**src/rtl/ppsm_pkg.sv**
```systemverilog
// Purpose: Shared constants and carriers for the dual parallel port block.
// Assumes: Byte-wide special register space with the port registers at their offsets.
// Notes:   Port B pin level and latch offsets are held here for the register decode.
package ppsm_pkg;

  localparam logic [11:0] PPSM_ADDR_PORT_A_LATCH  = 12'h001;
  localparam logic [11:0] PPSM_ADDR_PORT_B_LATCH  = 12'h002;
  localparam logic [11:0] PPSM_ADDR_PORT_A_LEVELS = 12'h008;
  localparam logic [11:0] PPSM_ADDR_PORT_B_LEVELS = 12'h009;
  localparam logic [11:0] PPSM_ADDR_PORT_A_SEGSEL = 12'h029;

  localparam logic [7:0] PPSM_PORT_A_LATCH_RESET  = 8'hFF;
  localparam logic [7:0] PPSM_PORT_A_SEGSEL_RESET = 8'h00;
  localparam logic [2:0] PPSM_PORT_B_LATCH_RESET  = 3'h7;

  localparam int PPSM_STOP_PIN_BIT = 0;

  // Register bus request of one CPU access.
  typedef struct packed {
    logic [11:0] addr;
    logic [7:0]  wdata;
    logic        rd_s1;
    logic        wr_s2;
  } ppsm_req_type;

  // Whole registered state of the port block.
  typedef struct packed {
    logic [7:0] port_a_output_latch;
    logic [7:0] port_a_segment_select;
    logic [2:0] port_b_output_latch;
    logic [7:0] rdata;
    logic       stop_pin_prev;
    logic       stop_edge;
  } ppsm_state_type;

endpackage

```
**src/rtl/ppsm_ports.sv**
```systemverilog
// Purpose: Output latches and pin level reads for an 8-bit and a 3-bit port, with segment routing on the 8-bit port only.
// Assumes: The CPU strobes rd_s1 in the first state of a read cycle and wr_s2 in the
//          second state of a write cycle; all pin inputs are synchronous to ref_clk_i.
// Notes:   Pins are split into input, output and output enable.
`timescale 1ns/1ps
`default_nettype none
module ppsm_ports
  import ppsm_pkg::*;
(
  input  wire logic        ref_clk_i,
  input  wire logic        sys_rst_i,
  input  wire logic [11:0] cpu_addr_i,
  input  wire logic [7:0]  cpu_wdata_i,
  input  wire logic        cpu_rd_s1_i,
  input  wire logic        cpu_wr_s2_i,
  output logic      [7:0]  cpu_rdata_o,
  input  wire logic [7:0]  port_a_pin_i,
  output logic      [7:0]  port_a_pin_o,
  output logic      [7:0]  port_a_pin_oe_o,
  input  wire logic [7:0]  segment_drive_i,
  input  wire logic [2:0]  port_b_pin_i,
  output logic      [2:0]  port_b_pin_o,
  output logic      [2:0]  port_b_pin_oe_o,
  input  wire logic        dual_clock_mode_i,
  input  wire logic        stop_mode_i,
  input  wire logic        output_drive_enable_i,
  input  wire logic        slow_crystal_output_i,
  output logic             slow_crystal_input_o,
  output logic             stop_release_level_o,
  output logic             stop_pin_fall_o
);

  ppsm_req_type   req;
  ppsm_state_type st;
  ppsm_state_type next_st;
  logic [2:0]     port_b_level;

  assign req = '{addr: cpu_addr_i, wdata: cpu_wdata_i, rd_s1: cpu_rd_s1_i, wr_s2: cpu_wr_s2_i};

  // The pad level is what the pin shows; a driven pin reflects its own drive.
  assign port_b_level = port_b_pin_i;

  always_comb begin
    next_st = st;
    next_st.stop_pin_prev = port_b_level[PPSM_STOP_PIN_BIT];
    // Edge taken from the pad, so an output pulse on the pin also sets the flag.
    next_st.stop_edge = st.stop_pin_prev & ~port_b_level[PPSM_STOP_PIN_BIT];
    if (req.wr_s2) begin
      if (req.addr == PPSM_ADDR_PORT_A_LATCH) begin
        next_st.port_a_output_latch = req.wdata;
      end else if (req.addr == PPSM_ADDR_PORT_A_SEGSEL) begin
        next_st.port_a_segment_select = req.wdata;
      end else if (req.addr == PPSM_ADDR_PORT_B_LATCH) begin
        next_st.port_b_output_latch = req.wdata[2:0];
      end
    end
    if (req.rd_s1) begin
      if (req.addr == PPSM_ADDR_PORT_A_LATCH) begin
        next_st.rdata = st.port_a_output_latch;
      end else if (req.addr == PPSM_ADDR_PORT_A_SEGSEL) begin
        next_st.rdata = st.port_a_segment_select;
      end else if (req.addr == PPSM_ADDR_PORT_A_LEVELS) begin
        next_st.rdata = port_a_pin_i;
      end else if (req.addr == PPSM_ADDR_PORT_B_LATCH) begin
        next_st.rdata = {5'h00, st.port_b_output_latch};
      end else if (req.addr == PPSM_ADDR_PORT_B_LEVELS) begin
        next_st.rdata = {5'h00, port_b_level};
      end else begin
        next_st.rdata = 8'h00;
      end
    end
    if (sys_rst_i) begin
      next_st.port_a_output_latch   = PPSM_PORT_A_LATCH_RESET;
      next_st.port_a_segment_select = PPSM_PORT_A_SEGSEL_RESET;
      next_st.port_b_output_latch   = PPSM_PORT_B_LATCH_RESET;
      next_st.rdata                 = 8'h00;
      next_st.stop_pin_prev         = 1'b1;
      next_st.stop_edge             = 1'b0;
    end
  end

  always_ff @(posedge ref_clk_i) begin
    st <= next_st;
  end

  // Latch bit one means weak high release, so a pin not selected for a segment only drives a low.
  // One process drives the whole byte so that no bit has two drivers.
  always_comb begin
    port_a_pin_o    = st.port_a_output_latch;
    port_a_pin_oe_o = ~st.port_a_output_latch;
    for (int i = 0; i < 8; i++) begin
      if (st.port_a_segment_select[i]) begin
        port_a_pin_o[i]    = segment_drive_i[i];
        port_a_pin_oe_o[i] = 1'b1;
      end
    end
  end

  always_comb begin
    port_b_pin_o    = st.port_b_output_latch;
    port_b_pin_oe_o = ~st.port_b_output_latch & {3{output_drive_enable_i}};
    if (stop_mode_i) begin
      port_b_pin_oe_o[PPSM_STOP_PIN_BIT] = 1'b0;
    end
    if (dual_clock_mode_i) begin
      port_b_pin_o[2:1]    = {slow_crystal_output_i, 1'b0};
      port_b_pin_oe_o[2:1] = 2'b10;
    end
  end

  assign slow_crystal_input_o = port_b_pin_i[1];
  assign stop_release_level_o = port_b_pin_i[PPSM_STOP_PIN_BIT];
  assign stop_pin_fall_o      = st.stop_edge;
  assign cpu_rdata_o          = st.rdata;

  property p_reset_latch;
    @(posedge ref_clk_i) sys_rst_i |=>
      st.port_a_output_latch == PPSM_PORT_A_LATCH_RESET &&
      st.port_b_output_latch == PPSM_PORT_B_LATCH_RESET;
  endproperty
  a_reset_latch: assert property (p_reset_latch) else $error("latch reset wrong");

  property p_reset_b;
    @(posedge ref_clk_i) sys_rst_i |=> st.port_b_output_latch == PPSM_PORT_B_LATCH_RESET;
  endproperty
  a_reset_b: assert property (p_reset_b) else $error("port b latch reset wrong");

  property p_reset_seg;
    @(posedge ref_clk_i) sys_rst_i |=> st.port_a_segment_select == PPSM_PORT_A_SEGSEL_RESET;
  endproperty
  a_reset_seg: assert property (p_reset_seg) else $error("segment reset wrong");

  // Only pins left to the port logic must follow the written byte.
  property p_write_a;
    @(posedge ref_clk_i) disable iff (sys_rst_i)
      cpu_wr_s2_i && cpu_addr_i == PPSM_ADDR_PORT_A_LATCH |=>
        ((port_a_pin_o ^ $past(cpu_wdata_i)) & ~st.port_a_segment_select) == 8'h00;
  endproperty
  a_write_a: assert property (p_write_a) else $error("port write lost");

  property p_write_seg;
    @(posedge ref_clk_i) disable iff (sys_rst_i)
      cpu_wr_s2_i && cpu_addr_i == PPSM_ADDR_PORT_A_SEGSEL |=>
        st.port_a_segment_select == $past(cpu_wdata_i);
  endproperty
  a_write_seg: assert property (p_write_seg) else $error("segment write lost");

  property p_write_b;
    @(posedge ref_clk_i) disable iff (sys_rst_i)
      cpu_wr_s2_i && cpu_addr_i == PPSM_ADDR_PORT_B_LATCH |=>
        st.port_b_output_latch == $past(cpu_wdata_i[2:0]);
  endproperty
  a_write_b: assert property (p_write_b) else $error("port b write lost");

  property p_read_levels;
    @(posedge ref_clk_i) disable iff (sys_rst_i)
      cpu_rd_s1_i && cpu_addr_i == PPSM_ADDR_PORT_A_LEVELS |=>
        cpu_rdata_o == $past(port_a_pin_i);
  endproperty
  a_read_levels: assert property (p_read_levels) else $error("level read wrong");

  property p_read_latch;
    @(posedge ref_clk_i) disable iff (sys_rst_i)
      cpu_rd_s1_i && cpu_addr_i == PPSM_ADDR_PORT_A_LATCH |=>
        cpu_rdata_o == $past(st.port_a_output_latch);
  endproperty
  a_read_latch: assert property (p_read_latch) else $error("latch read wrong");

  // Read data stands until the next read strobe.
  property p_rdata_hold;
    @(posedge ref_clk_i) disable iff (sys_rst_i)
      !cpu_rd_s1_i |=> $stable(cpu_rdata_o);
  endproperty
  a_rdata_hold: assert property (p_rdata_hold) else $error("read data changed");

  property p_read_b;
    @(posedge ref_clk_i) disable iff (sys_rst_i)
      cpu_rd_s1_i && cpu_addr_i == PPSM_ADDR_PORT_B_LEVELS |=>
        cpu_rdata_o[2:0] == $past(port_b_pin_i);
  endproperty
  a_read_b: assert property (p_read_b) else $error("port b level read wrong");

  property p_read_b_high;
    @(posedge ref_clk_i) disable iff (sys_rst_i)
      cpu_rd_s1_i &&
        (cpu_addr_i == PPSM_ADDR_PORT_B_LATCH || cpu_addr_i == PPSM_ADDR_PORT_B_LEVELS) |=>
        cpu_rdata_o[7:3] == 5'h00;
  endproperty
  a_read_b_high: assert property (p_read_b_high) else $error("port b upper bits set");

  property p_latch_drive;
    @(posedge ref_clk_i) disable iff (sys_rst_i)
      ((port_a_pin_o ^ st.port_a_output_latch) & ~st.port_a_segment_select) == 8'h00 &&
      ((port_a_pin_oe_o ^ ~st.port_a_output_latch) & ~st.port_a_segment_select) == 8'h00;
  endproperty
  a_latch_drive: assert property (p_latch_drive) else $error("latch drive wrong");

  property p_seg_route;
    @(posedge ref_clk_i) disable iff (sys_rst_i)
      (port_a_pin_oe_o & st.port_a_segment_select) == st.port_a_segment_select &&
      ((port_a_pin_o ^ segment_drive_i) & st.port_a_segment_select) == 8'h00;
  endproperty
  a_seg_route: assert property (p_seg_route) else $error("segment route wrong");

  property p_stop_float;
    @(posedge ref_clk_i) disable iff (sys_rst_i) stop_mode_i |-> !port_b_pin_oe_o[0];
  endproperty
  a_stop_float: assert property (p_stop_float) else $error("stop pin driven");

  property p_fall;
    @(posedge ref_clk_i) disable iff (sys_rst_i)
      $fell(port_b_pin_i[0]) && !$past(sys_rst_i) |=> stop_pin_fall_o;
  endproperty
  a_fall: assert property (p_fall) else $error("falling edge missed");

  // The flag pulses only after a pad fall; reset forces the previous level high.
  property p_fall_only;
    @(posedge ref_clk_i) disable iff (sys_rst_i)
      stop_pin_fall_o && !$past(sys_rst_i, 2) |->
        $past(port_b_pin_i[PPSM_STOP_PIN_BIT], 2) && !$past(port_b_pin_i[PPSM_STOP_PIN_BIT]);
  endproperty
  a_fall_only: assert property (p_fall_only) else $error("spurious falling edge");

  property p_osc;
    @(posedge ref_clk_i) disable iff (sys_rst_i)
      dual_clock_mode_i |->
        port_b_pin_oe_o[2:1] == 2'b10 && port_b_pin_o[2] == slow_crystal_output_i;
  endproperty
  a_osc: assert property (p_osc) else $error("oscillator pins wrong");

endmodule
`default_nettype wire

```
**config.mk**
```make
export PLATFORM = sky130hd
export DESIGN_NAME = ppsm_ports
export DESIGN_NICKNAME = d
export VERILOG_FILES = /design/src/rtl/ppsm_pkg.sv /design/src/rtl/ppsm_ports.sv
export SDC_FILE = /design/constraint.sdc
export NUM_CORES = 1
export LEC_CHECK = 0
export BUFFER_PORTS_ARGS = -buffer_cell sky130_fd_sc_hd__buf_2
export CELL_PAD_IN_SITES_DETAIL_PLACEMENT = 1
export CELL_PAD_IN_SITES_GLOBAL_PLACEMENT = 1
export CORE_UTILIZATION = 33
export CTS_BUF_LIST = sky130_fd_sc_hd__clkbuf_4 sky130_fd_sc_hd__clkbuf_8
export CTS_CLUSTER_DIAMETER = 150
export DETAILED_ROUTE_END_ITERATION = 10
export PLACE_DENSITY = 0.87
export SLEW_MARGIN = 25
export SYNTH_ARGS = -nofsm -noshare
export SYNTH_HDL_FRONTEND = slang
export SYNTH_SLANG_ARGS = --single-unit
```
**constraint.sdc**
```tcl
create_clock -name ref_clk_i -period 2.3 [get_ports ref_clk_i]
set_input_delay 0.23 -clock ref_clk_i [delete_from_list [all_inputs] [get_ports ref_clk_i]]
set_output_delay 0.23 -clock ref_clk_i [all_outputs]
set_load 0.02 [all_outputs]
```
==> run_results.csv, run 1 <==
group,metric,value,unit
worst_setup_path,crit_family,"simple AND/OR/NAND/NOR gates",
logic_synthesis,synth_common_cells,"nand2_1, dfxtp_1, a21oi_1, buf_4, o21ai_0",
sta,hold_violations,0,
worst_setup_path,critPathCaptureType,"flip-flop",
clocking,clock_tree.root_cell,"clkbuf_8",
route,drt.antenna.violating_nets,0,
logic_synthesis,netlist-cell-type-count,35,
logic_synthesis,ys_ff_latch,29,
clocking,cts_buffer_depth,2,
sta,finalCriticalPeriod,1850,ps
clocking,h-tree-depth,2,
power_and_ir_drop,leakagePower,0.992,nW
run_status,outcome,"finished, final reports clean",
sta,fmax,0.540,GHz
placed_design,portBuffers,79,
route,drtIter0Drc,77,
global_routing,grt_max_degree,26,
worst_setup_path,start_kind,"primary input",
worst_setup_path,path_cells,"buf_2, or4_1, nor3b_2, and3_1, nand2_1, a21oi_1",
floorplanning,rows,25,
layout,drive_above_1_share,0.328,
logic_synthesis,synth_area_leader_cell,"dfxtp_1",
worst_setup_path,timing_worst_setup_path_type,"in2reg",
logic_synthesis,synth_nets,264,
global_routing,grt_pass1_wl,8.32,mm
placed_design,dp_hpwl,4.05,mm
worst_setup_path,crit_buf_inv,1,
logic_synthesis,synth_area_per_cell,7.57,um2
clocking,cts_setup_buffers,0,
placed_design,dpl_worst_slack,140,ps
floorplanning,dieHeight,72.6,um
sta,finalCritPeriodShare,0.805,
floorplanning,dieArea,5260,um2
logic_synthesis,ys_seq_area_frac,0.353,
clocking,clk_latency,280,ps
power_and_ir_drop,irDropWorstVdd,0.224,mV
worst_setup_path,arrival,2060,ps
floorplanning,die_w,72.6,um
floorplanning,start_util,0.346,
sta,finalSetupViolations,0,
route,wl,5.22,mm
clocking,cts_buffers,5,
sta,finClkSkew,4.48,ps
floorplanning,design.core.area,4750,um2
layout,instances_no_fill,357,
sta,drv_slew,0,
logic_synthesis,synth_cells,217,
logic_synthesis,synth_most_common_cell,"nand2_1",
flow_run,cap_violations,0,
placed_design,place_inst,349,
logic_synthesis,synthArstFlopShare,0,
sta,fin_setup_tns,0,ps
clocking,cts_tree,"built",
layout,antennaDiodeCount,0,
logic_synthesis,synth_edf_count,0,
route,first_pass_iters,4,
logic_synthesis,ys_top_cells_by_area,"dfxtp_1, nand2_1, buf_4",
layout,fin_nets,336,
layout,design_area,2150,um2
clocking,cts_repair_resize_count,0,
layout,area_growth,30.9,%
worst_setup_path,critPathRequiredTime,2510,ps
route,drc,0,
route,wl_per_cell,14.6,um
worst_setup_path,critPathMaxStageDelay,570,ps
placed_design,gp_congestion,0.795,
global_routing,antenna_found_initial,0,
global_routing,track_usage,0.209,
logic_synthesis,synth_top_area_frac,0.353,
route,via_count,1788,
clocking,clk_pin_slew,60,ps
logic_synthesis,syn_area,1640,um2
logic_synthesis,synth_warnings,0,
worst_setup_path,crit_slowest_cell,"or4_1",
placed_design,placed_area,2030,um2
logic_synthesis,synth_ff_type,"dfxtp_1",
global_routing,grt_pass1_vias,1756,
clocking,cts_num_sinks,29,
floorplanning,ios,80,
worst_hold_path,holdCritPathClass,"in2reg",
power_and_ir_drop,power_density,550,nW/um2
route,viasPerCell,5.01,
sta,worst_slew_pin_slew,554,ps
clocking,cts_hold_buf,0,
layout,final_core_utilization,0.452,
sta,slew_headroom,0.628,
sta,setup_ws,447,ps
sta,rsz0062_at_grt,"no",
global_routing,overflow,0,
worst_setup_path,crit_fanout,8,
where the power goes:
part / switching [mW] / internal, mW
clock network: 0.199 / 0.365
logic: 0.0615 / 0.0527
registers: 0.000434 / 0.504
total: 0.261 / 0.921
kinds of logic after synthesis:
logic type | count (synthesis) | synth area share
simple gates | 110 | 0.350
compound gates | 54 | 0.214
buf+inv | 24 | 0.0830
flops | 29 | 0.353
through the flow:
stage	hold slack [ps]	total power, mW
after floorplan	324	0.564
after global placement	397	0.626
after detailed placement	401	0.629
after CTS	171	1.19
after global routing	186	1.23
final	175	1.18
cell type report:
class	count	area, um2
fill	654	2600
multi-input combinational	164	926
sequential	29	581
timing repair buffer	81	410
clock buffer	7	90.1
tap	67	83.8
clock inverter	1	30.0
inverter	8	30.0
flip-flops by register name, indices dropped and copies added, names as in the netlist:
| register | flops |
|---|---|
| st | 19 |
| cpu_rdata_o | 8 |
| port_b_pin_o | 1 |
| stop_pin_fall_o | 1 |
layer usage:
metal	global-route usage	vias to the layer above	share of wire
li1	-	891	-
met1	0.245	850	0.43
met2	0.363	37	0.52
met3	0.0556	10	0.036
met4	0.0828	0	0.022
met5	0	-	0
placed cells by master (no fill, tap or decap), drive strengths merged, types with 2 or more instances in the layout:
cell     Yosys  layout
buf         13      81
nand2       55      55
dfxtp       29      29
a21oi       16      16
o21ai       11      11
nand3b      10      10
nand2b       9       9
nor2         9       9
inv          8       8
clkbuf       3       7
nor2b        6       6
a2bb2oi      5       5
a21o         4       4
nor3b        4       4
a211o        3       3
a22o         3       3
a31oi        3       3
a32oi        3       3
o221ai       3       3
o22ai        3       3
or4          2       2
nand3        2       2
and3         2       2
or2          2       2
nor3         2       2
nor4         2       2
path summary, 6_finish.rpt:
kind,startpoint,to,slack (ps),depth (start not counted)
worst max register to register,st[22],cpu_rdata_o[1],1300,4
worst min register to register,st[1],stop_pin_fall_o,410,2
worst min-delay path,cpu_wdata_i[7],st[28],170,3
worst max-delay path,cpu_addr_i[9],st[16],450,6
worst min-delay path, cell delays in order:
cell and delay (ps):
buf_2 90, nand2_1 40, nand3b_1 70
Note: power is estimated with default switching activity, not from simulation.
==> run 2, diff against run 1 <==
Settings changed: CORE_UTILIZATION 33 to 29, PLACE_DENSITY 0.87 to 0.81.
Clock period 2.3 ns to 1.59 ns, I/O delays scaled along.
==> run 2 against run 1 <==
Final area grew 7.6%. Clock skew down 2.8 ps. Clock power rose by 44%. Sequential share of layout area is 1.9 points lower. Largest cell class unchanged. Combinational power rose by 61%. Worst hold slack worse by 76 ps. Via count is 4.9% higher.
==> run_results.csv, run 2 (synthesis results as in run 1) <==
group,metric,value,unit
clocking,cts_num_sinks,29,
worst_setup_path,arrival,1760,ps
worst_setup_path,critPathRequiredTime,1810,ps
floorplanning,ios,80,
placed_design,dp_hpwl,4.33,mm
route,drtIter0Drc,93,
clocking,h-tree-depth,2,
route,first_pass_iters,4,
flow_run,cap_violations,0,
floorplanning,rows,27,
sta,slew_headroom,0.702,
clocking,clock_tree.root_cell,"clkbuf_8",
floorplanning,die_w,77.3,um
layout,fin_nets,355,
power_and_ir_drop,irDropWorstVdd,0.392,mV
clocking,clk_pin_slew,60,ps
clocking,cts_buffer_depth,2,
global_routing,grt_max_degree,25,
layout,fillers,742,
route,drc,0,
layout,drive_above_1_share,0.375,
route,via_count,1875,
worst_setup_path,critPathMaxStageDelay,550,ps
layout,largest-register,"st",
sta,fin_setup_tns,0,ps
sta,finClkSkew,1.71,ps
global_routing,grt_pass1_vias,1982,
sta,hold_violations,0,
floorplanning,design.core.area,5470,um2
global_routing,overflow,0,
run_status,outcome,"finished, final reports clean",
worst_setup_path,path_cells,"buf_2, or4_4, nor3b_4, buf_4, and3_1, buf_4, nand2_1, a21oi_1",
placed_design,dpl_worst_slack,-347,ps
clocking,clk_latency,290,ps
sta,finalCriticalPeriod,1540,ps
sta,worst_slew_pin_slew,443,ps
placed_design,gp_congestion,0.817,
sta,drv_slew,0,
global_routing,grt_pass1_wl,9.24,mm
sta,finalCritPeriodShare,0.968,
worst_setup_path,timing_worst_setup_path_type,"in2reg",
worst_setup_path,start_kind,"primary input",
sta,setup_ws,51.1,ps
floorplanning,start_util,0.300,
route,wl_per_cell,14.5,um
clocking,cts_tree,"built",
power_and_ir_drop,leakagePower,1.09,nW
route,wl,5.52,mm
layout,final_core_utilization,0.423,
worst_setup_path,crit_slowest_cell,"or4_4",
clocking,cts_buffers,5,
placed_design,portBuffers,79,
global_routing,antenna_found_initial,0,
power_and_ir_drop,power_density,745,nW/um2
layout,instances_no_fill,381,
layout,antennaDiodeCount,0,
layout,mostFrequentLayoutCells,"buf_2, nand2_1, dfxtp_1, buf_4, a21oi_1",
route,drt.antenna.violating_nets,0,
sta,fmax,0.650,GHz
floorplanning,dieArea,5970,um2
power_and_ir_drop,finalPower,1.72,mW
sta,finalSetupViolations,0,
floorplanning,dieHeight,77.3,um
route,viasPerCell,4.92,
worst_setup_path,critPathCaptureType,"flip-flop",
global_routing,track_usage,0.197,
worst_setup_path,crit_top_cell,"buf_4",
placed_design,place_inst,370,
worst_hold_path,holdCritPathClass,"in2reg",
layout,largest_reg_flops,19,
layout,area_growth,40.8,%
worst_setup_path,crit_fanout,5,
layout,final_common_cell,"buf_2",
[run 2: final cells by class]
cell class | instances | area (um2) | area share
multi-input cells | 164 | 940 | 0.406
flip-flops and latches | 29 | 581 | 0.251
repair buffers | 100 | 553 | 0.239
clock inverters | 1 | 30.0 | 0.0130
inverters | 8 | 30.0 | 0.0130
clock buffers | 7 | 90.1 | 0.0389
well taps | 72 | 90.1 | 0.0389
[run 2: where the power goes]
part	switching (mW)	internal, mW
combinational	0.0968	0.0864
sequential	0.000660	0.729
clock	0.283	0.527
total	0.381	1.34
[run 2: what timing repair did]
action	4_1_cts	5_1_grt
setup buffers	1	2
endpoints found under the hold margin	0	0
setup endpoints to repair	1	9
hold buffers	0	0
pin swaps	1	1
gates resized for setup	0	2
[run 2: final timing paths]
check	from	end	slack [ps]	depth (start not counted)
min	cpu_wdata_i[7]	st[28]	100	3
max	cpu_addr_i[9]	st[16]	50	8
max reg2reg	st[21]	cpu_rdata_o[0]	600	3
min reg2reg	st[1]	stop_pin_fall_o	410	2
[run 2: metal layers]
metal | vias up | wire (um) | global-route usage
li1 | 931 | - | -
met1 | 883 | 2370 | 0.233
met2 | 50 | 2770 | 0.338
met3 | 11 | 283 | 0.0571
met4 | 0 | 91 | 0.0660
met5 | - | 0 | 0
[run 2: worst max-delay path, delay by kind of cell]
family          cells  cell delay, ps
simple gates        4            1060
compound gates      1             120
buf+inv             3             420
[run 2: metrics by stage]
step / hold slack [ps] / instance area [um2]
floorplan: 253 / 1650
global placement: 387 / 2160
detailed placement: 395 / 2160
CTS: 96.6 / 2290
global route: 94.8 / 2310
finish: 99.3 / 2310
